==> src/include/clk_sel_pkg.sv <==
// Purpose: Shared constants for the start-up clock selection block.
// Assumes: 32-bit APB register access, one word per register.
// Notes:   Clock sources are given to the block as one-cycle tick enables.
package clk_sel_pkg;
  // Register byte offsets.
  localparam logic [7:0] OFS_CTRL   = 8'h00;
  localparam logic [7:0] OFS_STATUS = 8'h04;
  localparam logic [7:0] OFS_DIV    = 8'h08;
  localparam logic [7:0] OFS_TIMER  = 8'h0C;
  // Control register fields.
  localparam int CTRL_FREQ_LSB = 0;   // int_freq_sel bits 2:0
  localparam int CTRL_SRC_LSB  = 4;   // run-time source select 1:0
  localparam int CTRL_IDLE     = 8;   // write 1 to enter idle
  // Divider register fields.
  localparam int DIV_PLL_LSB   = 0;   // PLL multiplier select 1:0
  localparam int DIV_POST_LSB  = 4;   // postscaler select 2:0
  // Reset values.
  localparam logic [2:0] FREQ_RESET = 3'h0;
  localparam logic [1:0] PLL_RESET  = 2'h0;
  localparam logic [2:0] POST_RESET = 3'h0;
  // Frequency-select codes.
  localparam logic [2:0] FREQ_1MHZ  = 3'h4;
  localparam logic [2:0] FREQ_4MHZ  = 3'h6;
  localparam logic [2:0] FREQ_8MHZ  = 3'h7;
  // Primary oscillator modes.
  typedef enum logic [2:0] {
    OSC_LOW_POWER_CRYSTAL  = 3'b000,
    OSC_STANDARD_CRYSTAL   = 3'b001,
    OSC_HIGH_SPEED_CRYSTAL = 3'b010,
    OSC_EXT_CLOCK          = 3'b011,
    OSC_EXT_RC             = 3'b100
  } osc_mode_e;
  // Run-time system clock sources.
  typedef enum logic [1:0] {
    SRC_PRIMARY  = 2'b00,
    SRC_INTERNAL = 2'b01,
    SRC_LOW_FREQ = 2'b10,
    SRC_PLL      = 2'b11
  } clk_src_e;
  // Crystal start-up timer length in primary clock periods.
  localparam int XTAL_STARTUP_PERIODS = 1024;
  // Clock periods per instruction cycle.
  localparam int PERIODS_PER_INSTR = 4;
endpackage : clk_sel_pkg

==> src/core/tick_divider.sv <==
// Purpose: Divides a tick enable by a programmable power of two.
// Assumes: Input ticks are one-cycle pulses on clk.
// Notes:   Shift 0 passes the ticks straight through.
`timescale 1ns/100ps
module tick_divider #(
  parameter int CW = 8
) (
  // Clock and reset
  input  wire logic         clk,
  input  wire logic         reset_n,
  // Ticks
  input  wire logic         tickIn,
  input  wire logic [2:0]   shift,
  output logic              tickOut
);
  logic [CW-1:0] cnt_q;
  logic [CW-1:0] mask;

  // Mask of counter bits that must all be set for an output tick.
  assign mask    = CW'((1 << shift) - 1);
  assign tickOut = tickIn && ((cnt_q & mask) == mask);

  // Free count of incoming ticks.
  always_ff @(posedge clk or negedge reset_n) begin
    if (!reset_n) begin
      cnt_q <= '0;
    end else if (tickIn) begin
      cnt_q <= cnt_q + CW'(1);
    end
  end
endmodule : tick_divider

==> src/core/clock_select.sv <==
// Summary of operation
// - Two-speed start only when enable strap set.
// - Run from internal RC until timer expires.
// - Timer wait only in crystal modes.
// - Three-bit field steps internal RC frequency.
// - Software switches clock source without reset.
// - Software selects postscaler; PLL multiplier is stored and read back only.
// - Idle stops core, peripherals keep running.
// - Enabled peripheral interrupt ends idle.
//
// Purpose: Start-up and run-time system clock selection with idle control.
// Assumes: Each oscillator arrives as a one-cycle tick enable on clk.
// Notes:   Outputs are tick enables; the core counts four per instruction.
`timescale 1ns/100ps
module clock_select #(
  parameter int STARTUP_PERIODS = clk_sel_pkg::XTAL_STARTUP_PERIODS
) (
  // Clock and reset
  input  wire logic        clk,
  input  wire logic        reset_n,
  // APB slave
  input  wire logic        psel,
  input  wire logic        penable,
  input  wire logic        pwrite,
  input  wire logic [7:0]  paddr,
  input  wire logic [31:0] pwdata,
  output logic [31:0]      prdata,
  output logic             pready,
  output logic             pslverr,
  // Configuration straps
  input  wire logic        two_speed_start_enable,
  input  wire logic [2:0]  oscMode,
  // Oscillator ticks
  input  wire logic        primaryTick,
  input  wire logic        intRc8MhzTick,
  input  wire logic        lowFreqTick,
  input  wire logic        pllTick,
  // Interrupt wake
  input  wire logic        periphIrq,
  input  wire logic        periphIrqEn,
  // Clock enables out
  output logic             sysClkTick,
  output logic             periphClkTick,
  output logic             instrTick,
  output logic             coreRun
);
  typedef enum logic [1:0] {
    ST_STARTUP = 2'b00,
    ST_WAITXT  = 2'b01,
    ST_RUN     = 2'b10
  } boot_e;

  boot_e        state_q;
  logic         strapTaken_q;
  logic [2:0]   freq_q;
  logic [1:0]   src_q;
  logic [1:0]   pll_q;
  logic [2:0]   post_q;
  logic         idle_q;
  logic [15:0]  timer_q;
  logic [1:0]   phase_q;
  logic         timerDone;
  logic         isCrystal;
  logic         wr;
  logic         rd;
  logic         rcTick;
  logic         pllSel;
  logic         rawTick;
  logic [2:0]   rcShift;

  // Writes land at the access edge; read data is loaded at the setup edge, so it
  // already stands in the output register when the master samples it in access.
  assign wr = psel && penable && pwrite;
  assign rd = psel && !penable && !pwrite;
  assign pready  = 1'b1;
  assign pslverr = 1'b0;

  // Internal RC frequency as a divide of the 8 MHz tick; below 1 MHz runs slowest.
  function automatic logic [2:0] rcDivFor(input logic [2:0] f);
    unique case (f)
      clk_sel_pkg::FREQ_8MHZ: rcDivFor = 3'h0;
      clk_sel_pkg::FREQ_4MHZ: rcDivFor = 3'h1;
      clk_sel_pkg::FREQ_1MHZ: rcDivFor = 3'h3;
      default:                rcDivFor = 3'h7;
    endcase
  endfunction : rcDivFor

  assign isCrystal = (oscMode == clk_sel_pkg::OSC_LOW_POWER_CRYSTAL) ||
                     (oscMode == clk_sel_pkg::OSC_STANDARD_CRYSTAL) ||
                     (oscMode == clk_sel_pkg::OSC_HIGH_SPEED_CRYSTAL);
  assign timerDone = (timer_q == 16'(STARTUP_PERIODS));
  assign rcShift   = rcDivFor(freq_q);

  tick_divider #(.CW(8)) u_rcDiv (
    .clk     (clk),
    .reset_n (reset_n),
    .tickIn  (intRc8MhzTick),
    .shift   (rcShift),
    .tickOut (rcTick)
  );

  tick_divider #(.CW(8)) u_postDiv (
    .clk     (clk),
    .reset_n (reset_n),
    .tickIn  (pllTick),
    .shift   (post_q),
    .tickOut (pllSel)
  );

  // Straps are caught at the first clocked edge after reset release.
  always_ff @(posedge clk or negedge reset_n) begin
    if (!reset_n) begin
      state_q      <= ST_STARTUP;
      strapTaken_q <= 1'b0;
    end else if (!strapTaken_q) begin
      strapTaken_q <= 1'b1;
      if (!isCrystal) begin
        state_q <= ST_RUN;
      end else begin
        state_q <= two_speed_start_enable ? ST_STARTUP : ST_WAITXT;
      end
    end else begin
      unique case (state_q)
        ST_STARTUP: if (timerDone) state_q <= ST_RUN;
        ST_WAITXT:  if (timerDone) state_q <= ST_RUN;
        ST_RUN:     state_q <= ST_RUN;
        default:    state_q <= ST_RUN;
      endcase
    end
  end

  always_ff @(posedge clk or negedge reset_n) begin
    if (!reset_n) begin
      timer_q <= '0;
    end else if (strapTaken_q && isCrystal && primaryTick && !timerDone) begin
      timer_q <= timer_q + 16'h0001;
    end
  end

  // Software registers; a set of idle never hides a wake in the same cycle.
  always_ff @(posedge clk or negedge reset_n) begin
    if (!reset_n) begin
      freq_q <= clk_sel_pkg::FREQ_RESET;
      src_q  <= clk_sel_pkg::SRC_PRIMARY;
      pll_q  <= clk_sel_pkg::PLL_RESET;
      post_q <= clk_sel_pkg::POST_RESET;
    end else if (wr && paddr == clk_sel_pkg::OFS_CTRL) begin
      freq_q <= pwdata[clk_sel_pkg::CTRL_FREQ_LSB +: 3];
      src_q  <= pwdata[clk_sel_pkg::CTRL_SRC_LSB +: 2];
    end else if (wr && paddr == clk_sel_pkg::OFS_DIV) begin
      pll_q  <= pwdata[clk_sel_pkg::DIV_PLL_LSB +: 2];
      post_q <= pwdata[clk_sel_pkg::DIV_POST_LSB +: 3];
    end
  end

  // Idle flag: wake is checked first so a pending interrupt wins when periphIrqEn is set.
  always_ff @(posedge clk or negedge reset_n) begin
    if (!reset_n) begin
      idle_q <= 1'b0;
    end else if (periphIrq && periphIrqEn) begin
      idle_q <= 1'b0;
    end else if (wr && paddr == clk_sel_pkg::OFS_CTRL && pwdata[clk_sel_pkg::CTRL_IDLE]) begin
      idle_q <= 1'b1;
    end
  end

  // Selected system clock tick.
  always_comb begin
    if (state_q == ST_STARTUP) begin
      rawTick = rcTick;
    end else if (state_q == ST_WAITXT) begin
      rawTick = 1'b0;
    end else begin
      unique case (src_q)
        clk_sel_pkg::SRC_PRIMARY:  rawTick = primaryTick;
        clk_sel_pkg::SRC_INTERNAL: rawTick = rcTick;
        clk_sel_pkg::SRC_LOW_FREQ: rawTick = lowFreqTick;
        clk_sel_pkg::SRC_PLL:      rawTick = pllSel;
      endcase
    end
  end

  always_ff @(posedge clk or negedge reset_n) begin
    if (!reset_n) begin
      phase_q <= '0;
    end else if (rawTick && !idle_q) begin
      phase_q <= phase_q + 2'h1;
    end
  end

  // Registered clock enables; peripherals keep the clock during idle.
  always_ff @(posedge clk or negedge reset_n) begin
    if (!reset_n) begin
      sysClkTick    <= 1'b0;
      periphClkTick <= 1'b0;
      instrTick     <= 1'b0;
      coreRun       <= 1'b0;
    end else begin
      periphClkTick <= rawTick;
      sysClkTick    <= rawTick && !idle_q;
      instrTick     <= rawTick && !idle_q && (phase_q == 2'(clk_sel_pkg::PERIODS_PER_INSTR - 1));
      coreRun       <= !idle_q && (state_q != ST_WAITXT) && strapTaken_q;
    end
  end

  // Read data register, loaded in the setup cycle of a read.
  always_ff @(posedge clk or negedge reset_n) begin
    if (!reset_n) begin
      prdata <= '0;
    end else if (rd) begin
      unique case (paddr)
        clk_sel_pkg::OFS_CTRL:   prdata <= {23'h0, idle_q, 2'h0, src_q, 1'b0, freq_q};
        clk_sel_pkg::OFS_STATUS: prdata <= {28'h0, isCrystal, timerDone, state_q};
        clk_sel_pkg::OFS_DIV:    prdata <= {25'h0, post_q, 2'h0, pll_q};
        clk_sel_pkg::OFS_TIMER:  prdata <= {16'h0, timer_q};
        default:                 prdata <= '0;
      endcase
    end
  end

  // PLL multiplier select drives no output; it is only read back.
  logic unusedPll;
  assign unusedPll = ^pll_q;
endmodule : clock_select

==> config.mk <==
export PLATFORM = sky130hd
export DESIGN_NAME = clock_select
export DESIGN_NICKNAME = d
export VERILOG_FILES = /design/src/include/clk_sel_pkg.sv /design/src/core/tick_divider.sv /design/src/core/clock_select.sv
export SDC_FILE = /design/constraint.sdc
export NUM_CORES = 1
export LEC_CHECK = 0
export BUFFER_PORTS_ARGS = -buffer_cell sky130_fd_sc_hd__buf_2
export CORE_MARGIN = 4
export CORE_UTILIZATION = 35
export CTS_BUF_LIST = sky130_fd_sc_hd__clkbuf_2 sky130_fd_sc_hd__clkbuf_4 sky130_fd_sc_hd__clkbuf_8
export DETAILED_ROUTE_END_ITERATION = 7
export HOLD_SLACK_MARGIN = 0.05
export SYNTH_ARGS = -nofsm -noshare
export SYNTH_HDL_FRONTEND = slang
export SYNTH_SLANG_ARGS = --single-unit
==> constraint.sdc <==
create_clock -name clk -period 2.16 [get_ports clk]
set_input_delay 0.108 -clock clk [delete_from_list [all_inputs] [get_ports clk]]
set_output_delay 0.108 -clock clk [all_outputs]
set_load 0.05 [all_outputs]
# == Word-level counts from Yosys, hierarchy flattened ==
# Cells that the tools add are included.
# word_totals
ff_bits,84
latch_bits,0
ram_bits,0
romBits,0
in_bits,55
output_inout_bits,38
memories,0
# classes
addsub,6
n_mul,0
n_div,0
n_lt_le_gt_ge,0
eq_ne,18
n_shift,2
n_mux,12
n_bitwise,3
n_reduce_logical,30
# op_table
cell,count
$pmux W16 S4,1
$logic_and A1 B1 Y1,17
$add A16 B1 Y16 const B,1
$add A8 B1 Y8 const B,2
$and A8 B8 Y8,2
$eq A16 B11 Y1 const B,1
$eq A8 B4 Y1 const B,2
$eq A8 B8 Y1,2
$shl A1 B3 Y8 const A,2
$sub A8 B2 Y8 const B,2
$eq A3 B3 Y1 const B,3
$pmux W3 S3,1
$eq A8 B3 Y1 const B,1
$logic_not A8 Y1,1
$mux W2,4
$eq A2 B2 Y1 const B,3
$mux W1,5
$eq A2 B1 Y1 const B,2
$logic_not A1 Y1,4
$logic_not A2 Y1,2
$pmux W1 S4,1
$eq A3 B1 Y1 const B,1
$eq A3 B2 Y1 const B,1
$logic_not A3 Y1,1
8 further kinds,9

# == Longest topological paths before layout ==
# Gate-level depths: netlist of the first run.
# depth
depth_word,12
mapped_depth,8
depth_no_buf,8

# == Modules after synthesis ==
# Synthesis of the first run repeated with hierarchy kept, for this count alone.
# hier_totals
hier_cells,282
area_unflattened_um2,3235.6
# by_module_without_submodules
mod,instances,cells_per_inst,area_per_inst_um2
clock_select,1,214,2499.9
tick_divider,2,34,367.9

# == Worst setup path before layout of the first run ==
# No wires, ideal clock.
# synth_path
path_kind,reg-to-reg
startpoint,reg u_postDiv.cnt_q[6]
endpoint,reg phase_q[1]
setup_ns,0.125
t_arrival_ns,1.565
t_required_ns,2.035
setup_slack_ns,0.470
stages_incl_launch_ff,7
n_path_buf,0
synth_period_minus_slack_ns,1.690
path_cell_list,dfrtp_1 -> nand2b_1 -> a21boi_0 -> o21ai_0 -> a41o_1 -> a211oi_2 -> mux2_4
# synth_via
elab_chain_cells,7
# synth_lines
element,line,source
start: declaration,tick_divider.sv:16,logic [CW-1:0] cnt_q;
start signal: assignment,tick_divider.sv:28,cnt_q <= cnt_q + CW'(1);
$and A8 B8 Y8,tick_divider.sv:21,assign tickOut = tickIn && ((cnt_q & mask) == mask);
$eq A8 B8 Y1,tick_divider.sv:21,
$logic_and A1 B1 Y1,tick_divider.sv:21,
$pmux W1 S4,clock_select.sv:174,unique case (src_q)
$mux W1,clock_select.sv:171,end else if (state_q == ST_WAITXT) begin
$mux W1,clock_select.sv:169,if (state_q == ST_STARTUP) begin
$logic_and A1 B1 Y1,clock_select.sv:186,end else if (rawTick && !idle_q) begin
end signal: assignment,clock_select.sv:187,phase_q <= phase_q + 2'h1;
end: declaration,clock_select.sv:61,logic [1:0] phase_q;
# No other way between the ends.
# A chain may end at the register's enable or synchronous reset.

# == Worst setup path in the final report of the first run ==
# layout_path
startpoint,reg post_q[2]
endpoint,reg phase_q[1]
# layout_via
elab_chain_cells,9
# layout_lines
element,line,source
start: declaration,clock_select.sv:58,logic [2:0] post_q;
start signal: assignment,clock_select.sv:146,post_q <= clk_sel_pkg::POST_RESET;
start signal: assignment,clock_select.sv:152,post_q <= pwdata[clk_sel_pkg::DIV_POST_LSB +: 3];
$shl A1 B3 Y8 (*),tick_divider.sv:20,assign mask = CW'((1 << shift) - 1);
$sub A8 B2 Y8 (*),tick_divider.sv:20,
$and A8 B8 Y8,tick_divider.sv:21,
$eq A8 B8 Y1 (*),tick_divider.sv:21,
$logic_and A1 B1 Y1 (*),tick_divider.sv:21,
$pmux W1 S4 (*),clock_select.sv:174,
$mux W1 (*),clock_select.sv:171,
$mux W1 (*),clock_select.sv:169,
$logic_and A1 B1 Y1 (*),clock_select.sv:186,
# Mark *: on every way between the ends. The rest lies on a longest branch, timed or not.

==> results of run 1 <==
## where the power goes
group	switching, uW	total (uW)	leakage [uW]	internal, uW
combinational	331	627	0.000870	296
sequential	244	1680	0.000866	1440
clock	468	1040	0.000106	573
## routing by layer
| layer | vias to the layer above | wire length [um] | GRT usage |
|---|---|---|---|
| met2 | 52 | 2920 | 0.198 |
| met1 | 1099 | 3150 | 0.178 |
| met4 | 0 | 85 | 0.0478 |
| met5 | - | 0 | 0 |
| met3 | 9 | 376 | 0.0372 |
| li1 | 1099 | - | - |
## stage by stage
step	worst slack (ns)	utilization	std cells
after floorplan	0.470	-	301
after global placement	0.320	0.396	436
after detailed placement	0.279	0.396	436
after CTS	0.250	0.433	464
after global routing	0.0856	0.433	464
final	0.248	0.433	464
## flip-flops by register name (all words and copies together) (netlist names)
signal,count
u_rcDiv.cnt_q,7
coreRun,1
periphClkTick,1
src_q,2
instrTick,1
phase_q,2
strapTaken_q,1
state_q,2
u_postDiv.cnt_q,7
timer_q,16
post_q,3
freq_q,3
idle_q,1
pll_q,2
prdata,16
sysClkTick,1
## final timing paths
path / slack (ns) / startpoint / end / depth (start not counted)
max: 0.25 / post_q[2]$_DFFE_PN0P_ / phase_q[1]$_DFFE_PN0P_ / 6
min: 0.14 / primaryTick / timer_q[0]$_DFFE_PN0P_ / 3
max reg2reg: 0.25 / post_q[2]$_DFFE_PN0P_ / phase_q[1]$_DFFE_PN0P_ / 6
min reg2reg: 0.46 / u_postDiv.cnt_q[6]$_DFFE_PN0P_ / u_postDiv.cnt_q[6]$_DFFE_PN0P_ / 1
max in group asynchronous: 1.23 / reset_n / timer_q[7]$_DFFE_PN0P_ / 3
min in group asynchronous: 0.29 / reset_n / u_postDiv.cnt_q[0]$_DFFE_PN0P_ / 2
## cell usage in the layout (no fill, tap or decap), drive strengths merged, types with 2 or more instances in the layout
master       Yosys  layout
nand3            6       6
clkinv           0       4
mux2            13      13
ha               5       5
buf             21      51
nor4             2       2
conb             2      19
a21oi            6       6
xor2            12      12
nand2b           4       4
or3              3       3
nor2            21      21
a22oi            2       2
a22o            11      11
clkbuf           3      11
o211ai           3       3
nor3             4       4
nand4           13      13
xnor2           16      16
inv             10      10
a21boi           2       2
o31ai            3       3
and3             4       4
nand2           26      26
dlygate4sd3      0      12
dfrtp           66      66
mux4             2       2
nor4b            2       2
o21ai           11      11
## worst register-to-register path: cells and delay by family, from the launching register on
family | cells | cell delay [ns]
AO/OA/AOI/OAI | 4 | 0.95
flip-flops | 1 | 0.44
multiplexers | 1 | 0.34
buffers and inverters | 1 | 0.07
## cell type report
class                           count  area [sq um]
Clock inverter                      5          53.8
Tap cell                          108           135
Inverter                           10          37.5
Clock buffer                       11           145
Multi-Input combinational cell    201          1360
Timing Repair Buffer               63           393
Fill cell                         802          4950
Sequential cell                    66          1650
## cell families after synthesis
group,share of synthesized area
fa+ha+maj,0.0199
other cells,0.00238
xor+xnor,0.0779
buf+inv,0.0644
simple gates,0.143
compound gates,0.103
flops,0.524
mux,0.0652
## cell usage after synthesis, drive strengths merged, types with 4 or more instances
| cell type | instances |
|---|---|
| nand3 | 6 |
| nand4 | 13 |
| mux2 | 13 |
| xor2 | 12 |
| nand2b | 4 |
| a21oi | 6 |
| nor3 | 4 |
| ha | 5 |
| xnor2 | 16 |
| buf | 21 |
| inv | 10 |
| dfrtp | 66 |
| o21ai | 11 |
| and3 | 4 |
| a22o | 11 |
| nand2 | 26 |
| nor2 | 21 |
==> flow_metrics.env, run 1 <==
export IMPL_status="complete, no violations"
export IMPL_synth_cells=284
export IMPL_ys_types=46
export IMPL_cp_slowest_cell="dfrtp_1"
export IMPL_fmax_mhz=523
export IMPL_power_density_nw_per_um2=888
export IMPL_final_antenna_net_count=0
export IMPL_cts_max_level=3
export IMPL_rows=34
export IMPL_ctsHoldBuffers=12
export IMPL_syn_to_final_growth_pct=19.9
export IMPL_grt_overflow_total=0
export IMPL_hold_viol=0
export IMPL_cts_made_buffers=9
export IMPL_die_w_um=103
export IMPL_setup_violations=0
export IMPL_fin_nets=411
export IMPL_cts_setup_buffers=0
export IMPL_grt_pass1_wl_mm=10.5
export IMPL_crit_chain="inv_1 > o21ai_0 > o21ai_0 > a41o_1 > a211oi_2 > mux2_4"
export IMPL_vias=2259
export IMPL_clockBufferDepth=2
export IMPL_gp_congestion=0.786
export IMPL_synth_seq_area_share=0.524
export IMPL_ys_async_sr_fraction=1.00
export IMPL_chipHeight_um=103
export IMPL_finalPower_uw=3350
export IMPL_initial_core_util=0.361
export IMPL_crit_top_cell="o21ai_0"
export IMPL_tns_ns=0
export IMPL_drcViolationCount=0
export IMPL_drv_cap=0
export IMPL_clock_sinks=66
export IMPL_cp_start_kind="flop"
export IMPL_layout_worst_path_cycle_share=0.885
export IMPL_totalWireLength_mm=6.53
export IMPL_ys_flop_type="dfrtp_1"
export IMPL_cp_end_kind="flop"
export IMPL_dp_final_hpwl_mm=4.89
export IMPL_num_io_pins=93
export IMPL_crit_family="compound AO/OA/AOI/OAI gates"
export IMPL_synth_area_leader_cell="dfrtp_1"
export IMPL_clockRootBuffer="clkbuf_8"
export IMPL_path_class="flop to flop"
export IMPL_synth_area_leaders="dfrtp_1 52%, xnor2_1 4.4%, buf_4 4.3%"
export IMPL_rsz0062_at_grt="false"
export IMPL_drt_pass1_iterations=4
export IMPL_cp_data_arrival_time_ns=2.15
export IMPL_insertion_delay_ns=0.34
export IMPL_slowest_delay_ns=0.44
export IMPL_n_antenna_cell=0
export IMPL_core_area_sq_um=8720
export IMPL_synthesis_area_sq_um=3150
export IMPL_drv_slew=0
export IMPL_final_min_clock_period_ns=1.91
export IMPL_critical_path_buf_inv_count=1
export IMPL_synth_top_area_frac=0.524
export IMPL_avgRoutedWirePerCell_um=14.1
export IMPL_drive_above_1_share=0.244
export IMPL_placed_area_sq_um=3460
export IMPL_cts_resized=0
export IMPL_grt_antenna_before_repair=0
export IMPL_leakage_uw=0.00184
export IMPL_synth_avg_cell_area_sq_um=11.1
export IMPL_synth_edf_count=0
export IMPL_min_path_type="primary input to flop"
export IMPL_via_per_inst=4.87
export IMPL_fin_area_sq_um=3770
export IMPL_ir_drop_uv=322
export IMPL_fp_dieArea_sq_um=10600
export IMPL_critPathMaxFanout=5
export IMPL_skew_ns=0.0121
export IMPL_worst_pin_slew_ns=0.612
export IMPL_port_buffers=49
export IMPL_grt_max_degree=42
export IMPL_grt_pass1_vias=2141
export IMPL_grtUsageTotal=0.130
export IMPL_ys_ff_latch=66
export IMPL_critPathRequiredTime_ns=2.39
export IMPL_tritoncts="yes"
export IMPL_path_clk_slew_ns=0.07
export IMPL_drt_initial_drc_count=79
export IMPL_hold_slack_ns=0.141
export IMPL_slew_headroom=0.591
export IMPL_yosysWarnings=0
(Power assumes the default switching activity.)
==> run 2: changes to the inputs <==
--- a/config.mk
+++ b/config.mk
@@ -7,10 +7,11 @@
 export LEC_CHECK = 0
 export BUFFER_PORTS_ARGS = -buffer_cell sky130_fd_sc_hd__buf_2
 export CORE_MARGIN = 4
-export CORE_UTILIZATION = 35
+export CORE_UTILIZATION = 50
 export CTS_BUF_LIST = sky130_fd_sc_hd__clkbuf_2 sky130_fd_sc_hd__clkbuf_4 sky130_fd_sc_hd__clkbuf_8
 export DETAILED_ROUTE_END_ITERATION = 7
 export HOLD_SLACK_MARGIN = 0.05
+export PLACE_DENSITY = 0.78
 export SYNTH_ARGS = -nofsm -noshare
 export SYNTH_HDL_FRONTEND = slang
 export SYNTH_SLANG_ARGS = --single-unit
==> flow_metrics.env, run 2 (same netlist as run 1, synthesis figures left out) <==
export IMPL_status="complete, no violations"
export IMPL_drv_cap=0
export IMPL_setup_worst_path_start="post_q[2]$_DFFE_PN0P_"
export IMPL_grt_max_degree=67
export IMPL_nFillCells=488
export IMPL_ctsHoldBuffers=12
export IMPL_power_density_nw_per_um2=898
export IMPL_path_clk_slew_ns=0.07
export IMPL_drive_above_1_share=0.244
export IMPL_cts_max_level=3
export IMPL_cp_slowest_cell="dfrtp_1"
export IMPL_totalWireLength_mm=6.38
export IMPL_clockRootBuffer="clkbuf_8"
export IMPL_rsz0062_at_grt="false"
export IMPL_cts_resized=0
export IMPL_critPathMaxFanout=5
export IMPL_via_per_inst=5.43
export IMPL_layout_setup_ws_ns=0.261
export IMPL_slew_headroom=0.597
export IMPL_drv_slew=0
export IMPL_r2r_start="post_q[2]$_DFFE_PN0P_"
export IMPL_clock_sinks=66
export IMPL_cp_start_kind="flop"
export IMPL_drt_pass1_iterations=4
export IMPL_skew_ns=0.00609
export IMPL_min_path_type="primary input to flop"
export IMPL_final_min_clock_period_ns=1.90
export IMPL_critical_path_buf_inv_count=1
export IMPL_gp_congestion=0.805
export IMPL_grt_antenna_before_repair=0
export IMPL_dp_final_hpwl_mm=4.64
export IMPL_ir_drop_uv=511
export IMPL_final_antenna_net_count=0
export IMPL_critPathRequiredTime_ns=2.39
export IMPL_setup_violations=0
export IMPL_crit_family="compound AO/OA/AOI/OAI gates"
export IMPL_vias=2341
export IMPL_pre_cts_ws_ns=0.305
export IMPL_fp_dieArea_sq_um=7630
export IMPL_tns_ns=0
export IMPL_finalPower_uw=3360
export IMPL_insertion_delay_ns=0.34
export IMPL_grtUsageTotal=0.185
export IMPL_hold_viol=0
export IMPL_fmax_mhz=527
export IMPL_drcViolationCount=0
export IMPL_worstHoldStart="oscMode[2]"
export IMPL_grt_pass1_wl_mm=10.7
export IMPL_avgRoutedWirePerCell_um=14.8
export IMPL_slowest_delay_ns=0.45
export IMPL_mostFrequentLayoutCells="66 x dfrtp_1, 49 x buf_2, 26 x nand2_1, 20 x nor2_1, 19 x conb_1"
export IMPL_rows=28
export IMPL_layout_worst_path_cycle_share=0.879
export IMPL_die_w_um=87.4
export IMPL_n_antenna_cell=0
export IMPL_chipHeight_um=87.4
export IMPL_mostFrequentLayoutCell="dfrtp_1"
export IMPL_cts_made_buffers=9
export IMPL_tritoncts="yes"
export IMPL_grt_pass1_vias=2275
export IMPL_clockBufferDepth=2
export IMPL_syn_to_final_growth_pct=18.7
export IMPL_path_class="flop to flop"
export IMPL_grt_overflow_total=0
export IMPL_finish_utilization=0.620
export IMPL_drt_initial_drc_count=163
export IMPL_cp_data_arrival_time_ns=2.13
export IMPL_worst_pin_slew_ns=0.603
export IMPL_port_buffers=49
export IMPL_cp_end_kind="flop"
export IMPL_core_area_sq_um=6030
export IMPL_cts_setup_buffers=0
export IMPL_largest_registers="prdata x16, timer_q x16"
export IMPL_crit_top_cell="o21ai_0"
export IMPL_initial_core_util=0.523
export IMPL_num_io_pins=93
export IMPL_leakage_uw=0.00184
export IMPL_fin_nets=411
export IMPL_crit_chain="inv_1 > o21ai_0 > o21ai_0 > a41o_1 > a211oi_2 > mux2_4"
export IMPL_hold_slack_ns=0.125
[run 2: final timing paths]
path | cells after the start | slack [ns] | to
max | 6 | 0.26 | phase_q[1]$_DFFE_PN0P_
min | 3 | 0.13 | state_q[0]$_DFFE_PN0P_
min in group asynchronous | 3 | 0.30 | u_rcDiv.cnt_q[0]$_DFFE_PN0P_
min reg2reg | 1 | 0.47 | u_postDiv.cnt_q[6]$_DFFE_PN0P_
max in group asynchronous | 3 | 1.58 | timer_q[1]$_DFFE_PN0P_
max reg2reg | 6 | 0.26 | phase_q[1]$_DFFE_PN0P_
[run 2: power breakdown]
| group | total [uW] | switching [uW] | internal [uW] |
|---|---|---|---|
| sequential | 1690 | 251 | 1440 |
| combinational | 624 | 331 | 292 |
| clock | 1040 | 456 | 589 |
[run 2: area by class of cell]
cell class | count | area [sq um] | share of cell area
clock inverter | 5 | 52.6 | 0.0141
clock buffer | 11 | 151 | 0.0405
inverter | 10 | 37.5 | 0.0100
timing repair buffer | 63 | 393 | 0.105
sequential | 66 | 1650 | 0.442
tap | 75 | 93.8 | 0.0251
multi-input combinational | 201 | 1360 | 0.363
[run 2: tightest hold or removal path, stage by stage]
cell and delay (ns):
buf_2 0.09, a21o_1 0.14, o32ai_1 0.09
[run 2: stage by stage]
stage | instances | area, sq um
detailed placement | 403 | 3410
global route | 431 | 3740
CTS | 431 | 3740
global placement | 403 | 3410
floorplan | 301 | 3210
finish | 431 | 3740
[run 2: layer usage]
layer  global-route usage  vias to the layer above  wire length [um]
li1                     -                     1107                 -
met1                0.248                     1118              2820
met2                0.273                      103              2820
met3               0.0634                       13               600
met4               0.0809                        0               142
met5                    0                        -                 0
